$ cat config.mk
export PLATFORM = sky130hd
export DESIGN_NAME = dar_regs
export DESIGN_NICKNAME = d
export VERILOG_FILES = /design/src/rtl/dar_pkg.sv /design/src/rtl/dar_sync.sv /design/src/rtl/dar_pulse.sv /design/src/rtl/dar_regs.sv
export VERILOG_INCLUDE_DIRS = /design/src /design/src/rtl
export SDC_FILE = /design/constraint.sdc
export NUM_CORES = 1
export LEC_CHECK = 0
export BUFFER_PORTS_ARGS = -buffer_cell sky130_fd_sc_hd__buf_4
export CAP_MARGIN = 25
export CORE_UTILIZATION = 40
export DETAILED_ROUTE_END_ITERATION = 8
export GPL_TIMING_DRIVEN = 0
export SKIP_LAST_GASP = 1
export SYNTH_ARGS = -nofsm -noshare
export SYNTH_HDL_FRONTEND = slang
export SYNTH_SLANG_ARGS = --single-unit
$ cat constraint.sdc
create_clock -name sys_clk_i -period 2 [get_ports sys_clk_i]
set_input_delay 0.1 -clock sys_clk_i [delete_from_list [all_inputs] [get_ports sys_clk_i]]
set_output_delay 0.1 -clock sys_clk_i [all_outputs]
set_load 0.02 [all_outputs]
$ cat src/rtl/dar_map.svh
/*
 * register offsets, field positions, reset values and timing counts
 * for the target address and reset control bank.
 * assumes: included by bare name by the register bank module dar_regs only.
 */
`ifndef DAR_MAP_SVH
`define DAR_MAP_SVH

// register offsets on the internal register port
`define DAR_OFS_TARGET_ADDR 8'h00
`define DAR_OFS_RESET_CONTROL 8'h01
`define DAR_OFS_RESET_CAUSE 8'h0F

// target address register fields
`define DAR_ADDR_MSB 7
`define DAR_ADDR_LSB 1
`define DAR_BIT_SRC_SEL 0
`define DAR_SRC_SEL_RST 1'h0
`define DAR_ADDR_RST 7'h00

// reset control register fields
`define DAR_BIT_VID_HOLD 3
`define DAR_BIT_VID_PULSE 2
`define DAR_BIT_FULL_RST 1
`define DAR_BIT_LOGIC_RST 0
`define DAR_RESV_RST_CTL 4'h0

// reset cause status fields, clear on read
`define DAR_BIT_CAUSE_LOGIC 0
`define DAR_BIT_CAUSE_FULL 1
`define DAR_BIT_CAUSE_VID 2
`define DAR_CAUSE_RST 3'h0
`define DAR_RESV_CAUSE 5'h00

// timing: reset pulse is a least time, rounded up to whole cycles
`define DAR_CLK_PERIOD_NS 40
`define DAR_PULSE_NS 200
`define DAR_PULSE_CYCLES ((`DAR_PULSE_NS + `DAR_CLK_PERIOD_NS - 1) / `DAR_CLK_PERIOD_NS)
// strap settle: three-stage synchroniser plus one agreement cycle
`define DAR_SETTLE_CYCLES 4

`define DAR_READ_ZERO 8'h00
`define DAR_ADDR_STEP 7'h01

`endif

$ cat src/rtl/dar_pkg.sv
/*
 * types shared by the target address and reset control bank.
 * assumes: compiled before every design module of the bank.
 */
package dar_pkg;

    typedef enum logic [2:0] {
        ST_SETTLE = 3'h1,
        ST_LOAD = 3'h2,
        ST_RUN = 3'h4
    } dar_state_t;

    typedef logic [6:0] dar_addr_t;
    typedef logic [7:0] dar_byte_t;

endpackage

$ cat src/rtl/dar_sync.sv
/*
 * three-stage synchroniser for strap pins; output changes only once
 * the second and third stages agree.
 * assumes: one clock, synchronous active-high reset.
 */
`timescale 1ns/1ps
`default_nettype none

module dar_sync #(
    parameter int WIDTH = 1
) (
    input wire logic sys_clk_i,
    input wire logic sys_rst_i,
    input wire logic [WIDTH-1:0] pin_i,
    output logic [WIDTH-1:0] level_o
);
    logic [WIDTH-1:0] s1_reg;
    logic [WIDTH-1:0] s2_reg;
    logic [WIDTH-1:0] s3_reg;

    always_ff @(posedge sys_clk_i) begin
        if (sys_rst_i) begin
            s1_reg <= '0;
            s2_reg <= '0;
            s3_reg <= '0;
        end else begin
            s1_reg <= pin_i;
            s2_reg <= s1_reg;
            s3_reg <= s2_reg;
        end
    end

    // per-bit update only where stages two and three agree
    always_ff @(posedge sys_clk_i) begin
        if (sys_rst_i) begin
            level_o <= '0;
        end else begin
            level_o <= (s2_reg & s3_reg) | (level_o & (s2_reg | s3_reg));
        end
    end

endmodule // dar_sync

`default_nettype wire

$ cat src/rtl/dar_pulse.sv
/*
 * self-clearing reset pulse: a trigger starts a pulse of LEN cycles,
 * done_o marks its last cycle.
 * assumes: one clock, synchronous active-high reset.
 */
`timescale 1ns/1ps
`default_nettype none

module dar_pulse #(
    parameter int LEN = 5
) (
    input wire logic sys_clk_i,
    input wire logic sys_rst_i,
    input wire logic trig_i,
    output logic active_o,
    output logic done_o
);
    localparam int CW = $clog2(LEN + 1);
    localparam logic [CW-1:0] LEN_C = CW'(LEN);
    localparam logic [CW-1:0] ONE_C = CW'(1);

    logic [CW-1:0] cnt_reg;

    // a new trigger during a pulse restarts it, so it is never cut short
    always_ff @(posedge sys_clk_i) begin
        if (sys_rst_i) begin
            cnt_reg <= '0;
        end else if (trig_i) begin
            cnt_reg <= LEN_C;
        end else if (cnt_reg != '0) begin
            cnt_reg <= cnt_reg - ONE_C;
        end
    end

    assign active_o = (cnt_reg != '0);
    assign done_o = (cnt_reg == ONE_C) && !trig_i;

endmodule // dar_pulse

`default_nettype wire

$ cat src/rtl/dar_regs.sv
/*
 * target address and reset control register bank: strapped target
 * address with software override, second port address, held and
 * pulsed video-input resets, two self-clearing digital resets and a
 * clear-on-read reset cause register.
 * assumes: the control-bus slave engine drives the register port on
 * sys_clk_i and uses the target address outputs for its match; strap
 * pins are asynchronous and stable around startup.
 */
`timescale 1ns/1ps
`default_nettype none
`include "dar_map.svh"

module dar_regs #(
    parameter int PULSE_CYCLES = `DAR_PULSE_CYCLES,
    parameter int SETTLE_CYCLES = `DAR_SETTLE_CYCLES
) (
    input wire logic sys_clk_i,
    input wire logic sys_rst_i,
    input wire logic [7:0] reg_addr_i,
    input wire logic reg_wr_i,
    input wire dar_pkg::dar_byte_t reg_wdata_i,
    input wire logic reg_rd_i,
    output dar_pkg::dar_byte_t reg_rdata_o,
    output logic reg_rvalid_o,
    input wire dar_pkg::dar_addr_t address_strap_pin_i,
    input wire logic second_mode_select_pin_i,
    input wire logic second_port_bus_enable_i,
    output dar_pkg::dar_addr_t target_address_o,
    output dar_pkg::dar_addr_t second_port_target_address_o,
    output logic second_port_answer_o,
    output logic video_in_analog_reset_o,
    output logic video_in_digital_reset_o,
    output logic digital_logic_reset_o,
    output logic register_reset_o,
    output logic strap_ready_o
);
    import dar_pkg::*;

    localparam int SCW = $clog2(SETTLE_CYCLES + 1);
    localparam logic [SCW-1:0] SETTLE_C = SCW'(SETTLE_CYCLES);
    localparam logic [SCW-1:0] SONE_C = SCW'(1);

    dar_state_t state_reg;
    dar_state_t state_next;
    logic [SCW-1:0] settle_reg;

    dar_addr_t strap_addr_sync;
    logic strap_hold_sync;
    dar_addr_t strap_addr_reg;
    logic strap_hold_reg;

    dar_addr_t target_address_field_reg;
    logic address_source_select_reg;
    logic vid_hold_reg;
    logic [2:0] cause_reg;
    logic [2:0] cause_next;

    logic reg_clear;
    logic wr_addr_hit;
    logic wr_rst_hit;
    logic wr_cause_hit;
    logic rd_cause_hit;
    logic vid_trig;
    logic full_trig;
    logic logic_trig;
    logic vid_active;
    logic full_active;
    logic logic_active;
    logic full_done;
    logic vid_done;
    logic logic_done;
    dar_addr_t addr_in_use;

    dar_sync #(
        .WIDTH(7)
    ) u_addr_sync (
        .sys_clk_i(sys_clk_i),
        .sys_rst_i(sys_rst_i),
        .pin_i(address_strap_pin_i),
        .level_o(strap_addr_sync)
    );

    dar_sync #(
        .WIDTH(1)
    ) u_mode_sync (
        .sys_clk_i(sys_clk_i),
        .sys_rst_i(sys_rst_i),
        .pin_i(second_mode_select_pin_i),
        .level_o(strap_hold_sync)
    );

    // write decode; writes are dropped until the straps are in place
    assign wr_addr_hit = reg_wr_i && (state_reg == ST_RUN)
        && (reg_addr_i == `DAR_OFS_TARGET_ADDR);
    assign wr_rst_hit = reg_wr_i && (state_reg == ST_RUN)
        && (reg_addr_i == `DAR_OFS_RESET_CONTROL);
    assign wr_cause_hit = reg_wr_i && (state_reg == ST_RUN)
        && (reg_addr_i == `DAR_OFS_RESET_CAUSE);
    assign rd_cause_hit = reg_rd_i && (reg_addr_i == `DAR_OFS_RESET_CAUSE);

    assign vid_trig = wr_rst_hit && reg_wdata_i[`DAR_BIT_VID_PULSE];
    assign full_trig = wr_rst_hit && reg_wdata_i[`DAR_BIT_FULL_RST];
    assign logic_trig = wr_rst_hit && reg_wdata_i[`DAR_BIT_LOGIC_RST];

    dar_pulse #(
        .LEN(PULSE_CYCLES)
    ) u_vid_pulse (
        .sys_clk_i(sys_clk_i),
        .sys_rst_i(sys_rst_i),
        .trig_i(vid_trig),
        .active_o(vid_active),
        .done_o(vid_done)
    );

    dar_pulse #(
        .LEN(PULSE_CYCLES)
    ) u_full_pulse (
        .sys_clk_i(sys_clk_i),
        .sys_rst_i(sys_rst_i),
        .trig_i(full_trig),
        .active_o(full_active),
        .done_o(full_done)
    );

    dar_pulse #(
        .LEN(PULSE_CYCLES)
    ) u_logic_pulse (
        .sys_clk_i(sys_clk_i),
        .sys_rst_i(sys_rst_i),
        .trig_i(logic_trig),
        .active_o(logic_active),
        .done_o(logic_done)
    );

    // registers held at reset value while the full reset runs
    assign reg_clear = sys_rst_i || full_active;

    always_comb begin
        state_next = state_reg;
        case (state_reg)
            ST_SETTLE: begin
                if (settle_reg == SONE_C) begin
                    state_next = ST_LOAD;
                end
            end
            ST_LOAD: begin
                state_next = ST_RUN;
            end
            ST_RUN: begin
                state_next = ST_RUN;
            end
            default: begin
                state_next = ST_SETTLE;
            end
        endcase
    end

    // strap capture restarts after a full reset, since it clears the strap registers
    always_ff @(posedge sys_clk_i) begin
        if (reg_clear) begin
            state_reg <= ST_SETTLE;
            settle_reg <= SETTLE_C;
        end else begin
            state_reg <= state_next;
            if (settle_reg != '0) begin
                settle_reg <= settle_reg - SONE_C;
            end
        end
    end

    // strap values caught once the synchronisers agree
    always_ff @(posedge sys_clk_i) begin
        if (reg_clear) begin
            strap_addr_reg <= `DAR_ADDR_RST;
            strap_hold_reg <= 1'h0;
        end else if (state_reg == ST_LOAD) begin
            strap_addr_reg <= strap_addr_sync;
            strap_hold_reg <= strap_hold_sync;
        end
    end

    // address field takes the strap, software may overwrite
    always_ff @(posedge sys_clk_i) begin
        if (reg_clear) begin
            target_address_field_reg <= `DAR_ADDR_RST;
        end else if (state_reg == ST_LOAD) begin
            target_address_field_reg <= strap_addr_sync;
        end else if (logic_trig) begin
            target_address_field_reg <= strap_addr_reg;
        end else if (wr_addr_hit) begin
            target_address_field_reg <= reg_wdata_i[`DAR_ADDR_MSB:`DAR_ADDR_LSB];
        end
    end

    // source select is plain read/write, kept by the logic reset
    always_ff @(posedge sys_clk_i) begin
        if (reg_clear) begin
            address_source_select_reg <= `DAR_SRC_SEL_RST;
        end else if (wr_addr_hit) begin
            address_source_select_reg <= reg_wdata_i[`DAR_BIT_SRC_SEL];
        end
    end

    // hold bit from mode-select strap; stays until cleared
    always_ff @(posedge sys_clk_i) begin
        if (reg_clear) begin
            vid_hold_reg <= 1'h0;
        end else if (state_reg == ST_LOAD) begin
            vid_hold_reg <= strap_hold_sync;
        end else if (logic_trig) begin
            vid_hold_reg <= strap_hold_reg;
        end else if (wr_rst_hit) begin
            vid_hold_reg <= reg_wdata_i[`DAR_BIT_VID_HOLD];
        end
    end

    // cause bits clear on read, writable; a new event beats the clear
    always_comb begin
        cause_next = cause_reg;
        if (wr_cause_hit) begin
            cause_next = reg_wdata_i[2:0];
        end else if (rd_cause_hit) begin
            cause_next = `DAR_CAUSE_RST;
        end
        if (logic_done) begin
            cause_next[`DAR_BIT_CAUSE_LOGIC] = 1'h1;
        end
        if (vid_done) begin
            cause_next[`DAR_BIT_CAUSE_VID] = 1'h1;
        end
    end

    // the full reset records itself as it lets go of the registers
    always_ff @(posedge sys_clk_i) begin
        if (sys_rst_i) begin
            cause_reg <= `DAR_CAUSE_RST;
        end else if (full_active && !full_done) begin
            cause_reg <= `DAR_CAUSE_RST;
        end else if (full_done) begin
            cause_reg <= 3'h2;
        end else begin
            cause_reg <= cause_next;
        end
    end

    // read port: one cycle latency, unmapped offsets read zero
    always_ff @(posedge sys_clk_i) begin
        if (sys_rst_i) begin
            reg_rdata_o <= `DAR_READ_ZERO;
            reg_rvalid_o <= 1'h0;
        end else begin
            reg_rvalid_o <= reg_rd_i;
            if (reg_rd_i) begin
                case (reg_addr_i)
                    `DAR_OFS_TARGET_ADDR: begin
                        reg_rdata_o <= {target_address_field_reg, address_source_select_reg};
                    end
                    `DAR_OFS_RESET_CONTROL: begin
                        // self-clearing bits show 1 only while pulsing
                        reg_rdata_o <= {`DAR_RESV_RST_CTL, vid_hold_reg, vid_active,
                            full_active, logic_active};
                    end
                    `DAR_OFS_RESET_CAUSE: begin
                        reg_rdata_o <= {`DAR_RESV_CAUSE, cause_reg};
                    end
                    default: begin
                        reg_rdata_o <= `DAR_READ_ZERO;
                    end
                endcase
            end
        end
    end

    assign addr_in_use = address_source_select_reg ? target_address_field_reg
        : strap_addr_reg;

    // second port next address; wraps above the top address
    always_ff @(posedge sys_clk_i) begin
        if (reg_clear) begin
            target_address_o <= `DAR_ADDR_RST;
            second_port_target_address_o <= `DAR_ADDR_RST;
            second_port_answer_o <= 1'h0;
        end else begin
            target_address_o <= addr_in_use;
            second_port_target_address_o <= addr_in_use + `DAR_ADDR_STEP;
            second_port_answer_o <= second_port_bus_enable_i && (state_reg == ST_RUN);
        end
    end

    // hold and pulse both reach analog and digital video input
    always_ff @(posedge sys_clk_i) begin
        if (sys_rst_i) begin
            video_in_analog_reset_o <= 1'h0;
            video_in_digital_reset_o <= 1'h0;
        end else begin
            video_in_analog_reset_o <= vid_hold_reg || vid_active;
            video_in_digital_reset_o <= vid_hold_reg || vid_active || logic_active
                || full_active;
        end
    end

    // digital block resets; register reset only for the full one
    always_ff @(posedge sys_clk_i) begin
        if (sys_rst_i) begin
            digital_logic_reset_o <= 1'h0;
            register_reset_o <= 1'h0;
            strap_ready_o <= 1'h0;
        end else begin
            digital_logic_reset_o <= logic_active || full_active;
            register_reset_o <= full_active;
            // not ready while the full reset wipes the bank, so answer and ready agree
            strap_ready_o <= (state_reg == ST_RUN) && !full_active;
        end
    end

endmodule // dar_regs

`default_nettype wire

# ---- Yosys cells after proc, flatten, opt, wreduce, memory -nomap -nowiden
# Cells that the tools add are included.
dict set report classes {
  add_sub_neg 5
  n_mul 0
  n_div 0
  n_lt_le_gt_ge 0
  n_eq_ne 10
  n_shift 0
  n_mux 21
  bitwise 8
  reduce_logical 43
}
# op count
set ops {}
lappend ops {{$mux W7} 4}
lappend ops {{$mux W3} 9}
lappend ops {{$reduce_bool A3 Y1} 9}
lappend ops {{$pmux W8 S3} 1}
lappend ops {{$eq A3 B1 Y1 const B} 5}
lappend ops {{$and A7 B7 Y7} 2}
lappend ops {{$logic_and A1 B1 Y1} 14}
lappend ops {{$or A7 B7 Y7} 2}
lappend ops {{$sub A3 B1 Y3 const B} 4}
lappend ops {{$reduce_or A2 Y1} 5}
lappend ops {{$eq A8 B1 Y1 const B} 1}
lappend ops {{$eq A8 B4 Y1 const B} 1}
lappend ops {{$logic_not A8 Y1} 1}
lappend ops {{$add A7 B1 Y7 const B} 1}
lappend ops {{$pmux W3 S2} 1}
lappend ops {{$reduce_bool A2 Y1} 3}
lappend ops {{$logic_not A1 Y1} 5}
lappend ops {{$logic_or A1 B1 Y1} 5}
lappend ops {{$mux W1} 5}
lappend ops {{$eq A3 B2 Y1 const B} 1}
lappend ops {{$eq A3 B3 Y1 const B} 1}
lappend ops {{$reduce_or A3 Y1} 1}
lappend ops {{$and A1 B1 Y1} 2}
lappend ops {{$mux W2} 1}
lappend ops {{other kinds (2)} 3}
dict set report word_totals {
  reg_bits 96
  latch_bits 0
  ram_bits 0
  rom_bits 0
  input_bits 29
  out_inout_bits 29
  word_cells 121
  mem_count 0
}

# ---- Depth between registers and ports, before layout
# Gate-level depths: netlist of run 1.
dict set report depth {
  depth_word 9
  depth_mapped 7
  depth_no_buf 6
}

# ---- Hierarchy
# From an unflattened synthesis of run 1, not the netlist that was laid out.
dict set report hier_totals {
  cells_unflattened 419
  hier_area_um2 4106.4
}
# module n_inst cells_per_inst area_each_um2 seq_area_each_um2
set by_module_without_submodules {}
lappend by_module_without_submodules {dar_regs 1 279 2487.4 1101.1}
lappend by_module_without_submodules {{dar_sync (u_addr_sync)} 1 73 913.4 560.5}
lappend by_module_without_submodules {dar_pulse 3 19 197.7 60.1}
lappend by_module_without_submodules {{dar_sync (u_mode_sync)} 1 10 112.6 80.1}

# ---- Worst setup path before layout of run 1
# OpenSTA, ideal clock, no wires.
dict set report synth_path {
  path_kind {flip-flop to flip-flop}
  startpoint {reg address_source_select_reg}
  endpoint {reg second_port_target_address_o[6]}
  setup_time_ns 0.078
  t_arrival_ns 1.549
  t_required_ns 1.922
  setup_slack_ns 0.374
  path_stages_with_launch 8
  n_path_buf 1
  period_less_slack_ns 1.626
  cell_sequence {dfxtp_1 -> buf_6 -> mux2i_1 -> inv_1 -> ha_1 -> or3b_4 -> o31a_1 -> nor3_1}
}
dict set report synth_between {
  elab_chain_cells 2
}
# element line_no
set synth_rtl {}
lappend synth_rtl {{start: declaration} dar_regs.sv:54} ;# logic address_source_select_reg;
lappend synth_rtl {{start signal: assignment} dar_regs.sv:199} ;# address_source_select_reg <= `DAR_SRC_SEL_RST;
lappend synth_rtl {{start signal: assignment} dar_regs.sv:201} ;# address_source_select_reg <= reg_wdata_i[`DAR_BIT_SRC_SEL];
lappend synth_rtl {{$mux W7} dar_regs.sv:275} ;# assign addr_in_use = address_source_select_reg ? target_address_field_reg
lappend synth_rtl {{net addr_in_use[0]} dar_regs.sv:73} ;# dar_addr_t addr_in_use;
lappend synth_rtl {{$add A7 B1 Y7 (no line)} n/a}
lappend synth_rtl {{end signal: assignment} dar_regs.sv:282} ;# second_port_target_address_o <= `DAR_ADDR_RST;
lappend synth_rtl {{end signal: assignment} dar_regs.sv:286} ;# second_port_target_address_o <= addr_in_use + `DAR_ADDR_STEP;
lappend synth_rtl {{end: declaration} dar_regs.sv:30} ;# output dar_pkg::dar_addr_t second_port_target_address_o,
# The timed path passes the listed nets, and every way through them passes these cells.
# A chain may end at the register's enable or synchronous reset.

# ---- Worst setup path in the final report of run 1
# Same ends and word-level chain as after synthesis.

==> reports/metrics.yaml, run 1 <==
top_register: "reg_rdata_o"
drc: 0
holdCritPathClass: "primary input to flop"
syn_nets: 451
drtAntennaViolNets: 0
period_minus_slack_ns: 1.78
tns_ns: 0
die-area_um2: 9860
drive_gt1_share_pct: 17.2
nets: 527
ys_async_sr_fraction_pct: 0
dpl.cell_count: 573
drt_iter0_markers: 146
initial_core_util_pct: 41.2
synthToLayoutAreaGrowth_pct: 23.0
grt_pass1_wl_um: 13000
synthTopCellsByArea: "dfxtp_1 51%, nor2b_1 5.1%, a21oi_1 4.6%"
path_class: "flop to flop"
vias: 2946
yosys_warnings: 0
m1WireLength_um: 3890
slew_headroom_pct: 59.1
synth_area_per_cell_um2: 9.28
synth_edf_count: 0
grt.overflow.total: 0
syn_inst: 408
synth_common_cells: "96 x dfxtp_1, 35 x a21oi_1, 33 x nand2_1, 33 x nor2_1, 31 x nor2b_1"
grt_pass1_vias: 2653
cts_buffer_depth: 2
startpoint_type: "flop"
avgRoutedWirePerCell_um: 13.4
crit_path_end_kind: "flop"
fp-row-count: 35
synth_top_area_cell: "dfxtp_1"
path_clk_slew_ns: 0.10
antenna_found_initial: 0
io_buffers: 54
insertion_delay_ns: 0.36
synth_top_area_share_pct: 50.8
drtPass1Iterations: 4
fin_crit_sh_pct: 89.0
cts_tree: "done"
route.met3.wl_um: 264
fin_skew_ns: 0.0112
cts_buffers: 9
p_leak_nw: 1.84
ios: 58
synth_cell_types: 45
wirelength_um: 8040
met2WireLength_um: 3760
required_ns: 2.28
status: "finished clean"
grt_max_degree: 17
cts.htree.levels: 3
rsz0062_at_grt: "false"
post_layout_nonfiller_instances: 599
arrival_ns: 2.06
hpwlAfterDp_um: 5980
max_freq_ghz: 0.562
syn-cell-area_um2: 3790
drv_slew: 0
routabilityCongestion: 0.829
worst_slew_pin_slew_ns: 0.614
placeableCoreArea_um2: 9200
highest_layer: "met4"
yosys_most_used_dff: "dfxtp_1"
n_antenna_cell: 0
peakVddDrop_mv: 0.511
die_w_um: 99.3
crit_fanout: 10
die_h_um: 99.3
hold_violations: 0
power_density_nw_per_um2: 1000
ys_seq_area_share_pct: 50.8
viasPerCell: 4.92
clock-sinks: 96
yosysMostFrequentCell: "dfxtp_1"
finalSetupViolCount: 0
synth_seq_cells: 96
largest_register_ffs: 8
grt.total_usage_pct: 17.1
cts-root-buf: "clkbuf_8"
maxCapViolCount: 0
==> worst paths after layout <==
kind	start	endpoint	slack [ns]	cells past startpoint
min reg2reg	u_addr_sync.s1_reg[1]	u_addr_sync.s2_reg[1]	0.44	1
max reg2reg	address_source_select_reg	second_port_target_address_o[6]	0.22	7
max	address_source_select_reg	second_port_target_address_o[6]	0.22	7
min	reg_wdata_i[4]	target_address_field_reg[3]	0.11	3
==> cells in the final DEF (no fill, tap or decap), types with 5 or more instances in the layout <==
master,n
a21oi_1,35
a221oi_1,9
a22oi_1,5
buf_2,6
buf_4,55
clkbuf_1,13
clkbuf_8,9
dfxtp_1,96
dlygate4sd3_1,11
ha_1,14
inv_1,21
mux2i_1,12
nand2_1,33
nand3b_1,8
nor2_1,32
nor2b_1,31
nor3_1,5
o21ai_0,30
xnor2_1,5
==> layer usage <==
layer / track usage [%] / vias to the layer above
met5: 0 / -
met4: 6.79 / 0
met3: 2.81 / 10
met2: 27.8 / 56
met1: 22.9 / 1338
li1: - / 1542
==> worst max-delay path, cell delays in order (launching register included) <==
cell,delay [ns]
dfxtp_1,0.37
buf_6,0.16
mux2i_1,0.12
inv_1,0.10
ha_1,0.19
or3b_4,0.40
o31a_1,0.24
nor3_1,0.11
==> through the flow <==
| stage | utilization [%] | setup slack (ns) | power, mW | area (um^2) | hold WS [ns] |
|---|---|---|---|---|---|
| CTS | 50.6 | 0.160 | 4.72 | 4660 | 0.0998 |
| global placement | 47.1 | 0.217 | 3.29 | 4330 | 0.304 |
| floorplan | - | 0.374 | 2.99 | 3790 | 0.187 |
| global route | 50.7 | 0.0895 | 4.98 | 4660 | 0.126 |
| detailed placement | 47.1 | 0.191 | 3.34 | 4330 | 0.308 |
| finish | 50.7 | 0.220 | 4.67 | 4660 | 0.108 |
==> area by class of cell <==
class / instances / area (um^2)
Fill cell: 877 / 4540
Sequential cell: 96 / 1920
Multi-Input combinational cell: 268 / 1680
Timing Repair Buffer: 65 / 515
Tap cell: 111 / 139
Clock buffer: 9 / 124
Buffer: 23 / 105
Clock inverter: 6 / 91.3
Inverter: 21 / 78.8
==> kinds of logic (layout without fill, tap and decap cells) <==
kind of cell	after synthesis	count (layout)	synth area share [%]
AOI/OAI and AO/OA	94	94	15.1
xor gates and xnor gates	8	8	1.85
buffers and inverters	44	124	4.86
DFF	96	96	50.8
and+or+nand+nor	139	139	19.4
muxes	13	13	3.47
adders and majority gates	14	14	4.63
==> where the power goes <==
group | switching, mW | total [mW] | internal (mW) | leakage, nW
clock | 0.664 | 1.37 | 0.707 | 0.110
combinational | 0.656 | 1.12 | 0.462 | 0.949
sequential | 0.0984 | 2.19 | 2.09 | 0.782
==> what timing repair did <==
| item | 4_1_cts | 5_1_grt |
|---|---|---|
| buffers inserted | 0 | 0 |
| hold endpoints to repair | 11 | 0 |
| resized for setup | 0 | 1 |
| endpoints found under the setup margin | 0 | 4 |
| hold buffers | 11 | 0 |
Note: power is estimated with default switching activity, not from simulation.
==> run 2, diff against run 1 <==
Settings changed: CORE_MARGIN set to 3.
==> reports/metrics.yaml, run 2 (same netlist as run 1, synthesis figures left out) <==
status: "finished clean"  # unchanged
grt_pass1_vias: 2746  # was 2,653
initial_core_util_pct: 42.2  # was 41.2%
fillers: 831  # was 877
drive_gt1_share_pct: 17.4  # was 17.2%
die-area_um2: 10700  # was 9860 um^2
die_w_um: 103  # was 99.3 um
drv_slew: 0  # unchanged
io_buffers: 54  # unchanged
tns_ns: 0  # unchanged
fin_area_um2: 4740  # was 4660 um^2
n_antenna_cell: 0  # unchanged
p_comb_share_pct: 22.5  # was 23.9%
fp-row-count: 34  # was 35
rsz0062_at_grt: "false"  # unchanged
switching_share_pct: 28.7  # was 30.3%
path_clk_slew_ns: 0.09  # was 0.10 ns
p_leak_nw: 1.87  # was 1.84 nW
fin_skew_ns: 0.00842  # was 0.0112 ns
insertion_delay_ns: 0.36  # about the same
hold_violations: 0  # unchanged
cts_tree: "done"  # unchanged
grt_pass1_wl_um: 13200  # was 13,000 um
grt.overflow.total: 0  # unchanged
top_register: "reg_rdata_o"  # unchanged
final_cell_mix: "96 x dfxtp_1, 55 x buf_4, 35 x a21oi_1, 33 x nand2_1, 32 x nor2_1"  # unchanged
die_h_um: 103  # was 99.3 um
place_area_um2: 4350  # was 4330 um^2
cts_buffer_depth: 2  # unchanged
holdCritPathClass: "primary input to flop"  # unchanged
power_density_nw_per_um2: 1050  # was 1000 nW/um^2
placeableCoreArea_um2: 8980  # was 9200 um^2
cts.htree.levels: 3  # unchanged
startpoint_type: "flop"  # unchanged
maxCapViolCount: 0  # unchanged
final.setup.worst_slack_ns: 0.197  # was 0.220 ns
internal_power_mw: 3.55  # was 3.26 mW
hpwlAfterDp_um: 6080  # was 5980 um
ios: 58  # unchanged
p_switching_mw: 1.42  # about the same
synthToLayoutAreaGrowth_pct: 25.1  # was 23.0%
crit_path_end_kind: "flop"  # unchanged
fin_crit_sh_pct: 90.1  # was 89.0%
wirelength_um: 8230  # was 8040 um
cts_setup_buffers: 0  # unchanged
cts-root-buf: "clkbuf_8"  # unchanged
drc: 0  # unchanged
p_seq_share_pct: 43.9  # was 46.8%
required_ns: 2.29  # was 2.28 ns
largest_register_ffs: 8  # unchanged
arrival_ns: 2.09  # was 2.06 ns
period_minus_slack_ns: 1.80  # was 1.78 ns
routabilityCongestion: 0.836  # was 0.829
antenna_found_initial: 0  # unchanged
viasPerCell: 4.83  # was 4.92
worst_slew_pin_slew_ns: 0.652  # was 0.614 ns
drt_iter0_markers: 165  # was 146
drtAntennaViolNets: 0  # unchanged
post_layout_nonfiller_instances: 615  # was 599
path_class: "flop to flop"  # unchanged
peakVddDrop_mv: 0.503  # was 0.511 mV
max_freq_ghz: 0.555  # was 0.562 GHz
clock-sinks: 96  # unchanged
grt_max_degree: 17  # unchanged
nets: 527  # unchanged
final_common_cell: "dfxtp_1"  # unchanged
cts_buffers: 9  # unchanged
pwr-share-clk_pct: 33.6  # was 29.3%
drtPass1Iterations: 4  # unchanged
vias: 2972  # was 2,946
grt.total_usage_pct: 15.9  # was 17.1%
pre_cts_ws_ns: 0.212  # was 0.191 ns
dpl.cell_count: 588  # was 573
finalSetupViolCount: 0  # unchanged
slew_headroom_pct: 56.5  # was 59.1%
p_total_mw: 4.97  # was 4.67 mW
avgRoutedWirePerCell_um: 13.4  # about the same
crit_fanout: 10  # unchanged
run 2: cell count changes in the layout (fill, tap and decap cells not counted), sizes merged:
cell / change
inv: -1
clkinv: -1
clkbuf: +1
bufinv: +2
run 2: worst max-delay path, cell delays in order (launching register included):
cell	delay [ns]
dfxtp_1	0.37
buf_6	0.16
mux2i_1	0.13
inv_1	0.10
ha_1	0.20
or3b_4	0.42
o31a_1	0.24
nor3_1	0.11
run 2: power groups by stage:
stage,Combinational [mW],Sequential [mW],Clock [mW]
CTS,1.12,2.18,1.70
global route,1.26,2.21,1.79
finish,1.12,2.18,1.67
detailed placement,1.10,2.23,0
floorplan,0.731,2.26,0
global placement,1.07,2.22,0
run 2: through the flow:
stage                     hold WS [ns]  util, %
after floorplan                  0.187        -
after CTS                       0.0914     52.7
final                           0.0994     52.8
after global routing            0.0945     52.8
after detailed placement         0.307     48.5
after global placement           0.304     48.5
run 2: worst paths after layout:
kind                                  start                               to  slack, ns  cells after the start
hold reg to reg       u_addr_sync.s1_reg[5]            u_addr_sync.s2_reg[5]       0.44                      1
setup / recovery  address_source_select_reg  second_port_target_address_o[6]       0.20                      7
hold / removal               reg_wdata_i[7]      target_address_field_reg[6]        0.1                      3
setup reg to reg  address_source_select_reg  second_port_target_address_o[6]       0.20                      7
run 2: metal layers:
layer | track usage (%) | wire length, um
met5 | 0 | 0
met4 | 3.98 | 87
met3 | 4.69 | 381
met2 | 25.9 | 3750
met1 | 20.9 | 4010
run 2: final cells by class:
type                       count  area, um^2  share of cell area [%]
clock buffer                  10         138                    2.91
tap                          126         158                    3.33
buffer                        23         105                    2.22
sequential                    96        1920                    40.6
multi-input combinational    268        1680                    35.5
timing repair buffer          65         515                    10.9
clock inverter                 6         138                    2.91
inverter                      21        78.8                    1.66
run 2: repair_timing:
action / CTS / global route
hold buffers: 11 / 0
setup endpoints to repair: 0 / 1
resized for setup: 0 / 1
hold endpoints to repair: 11 / 0
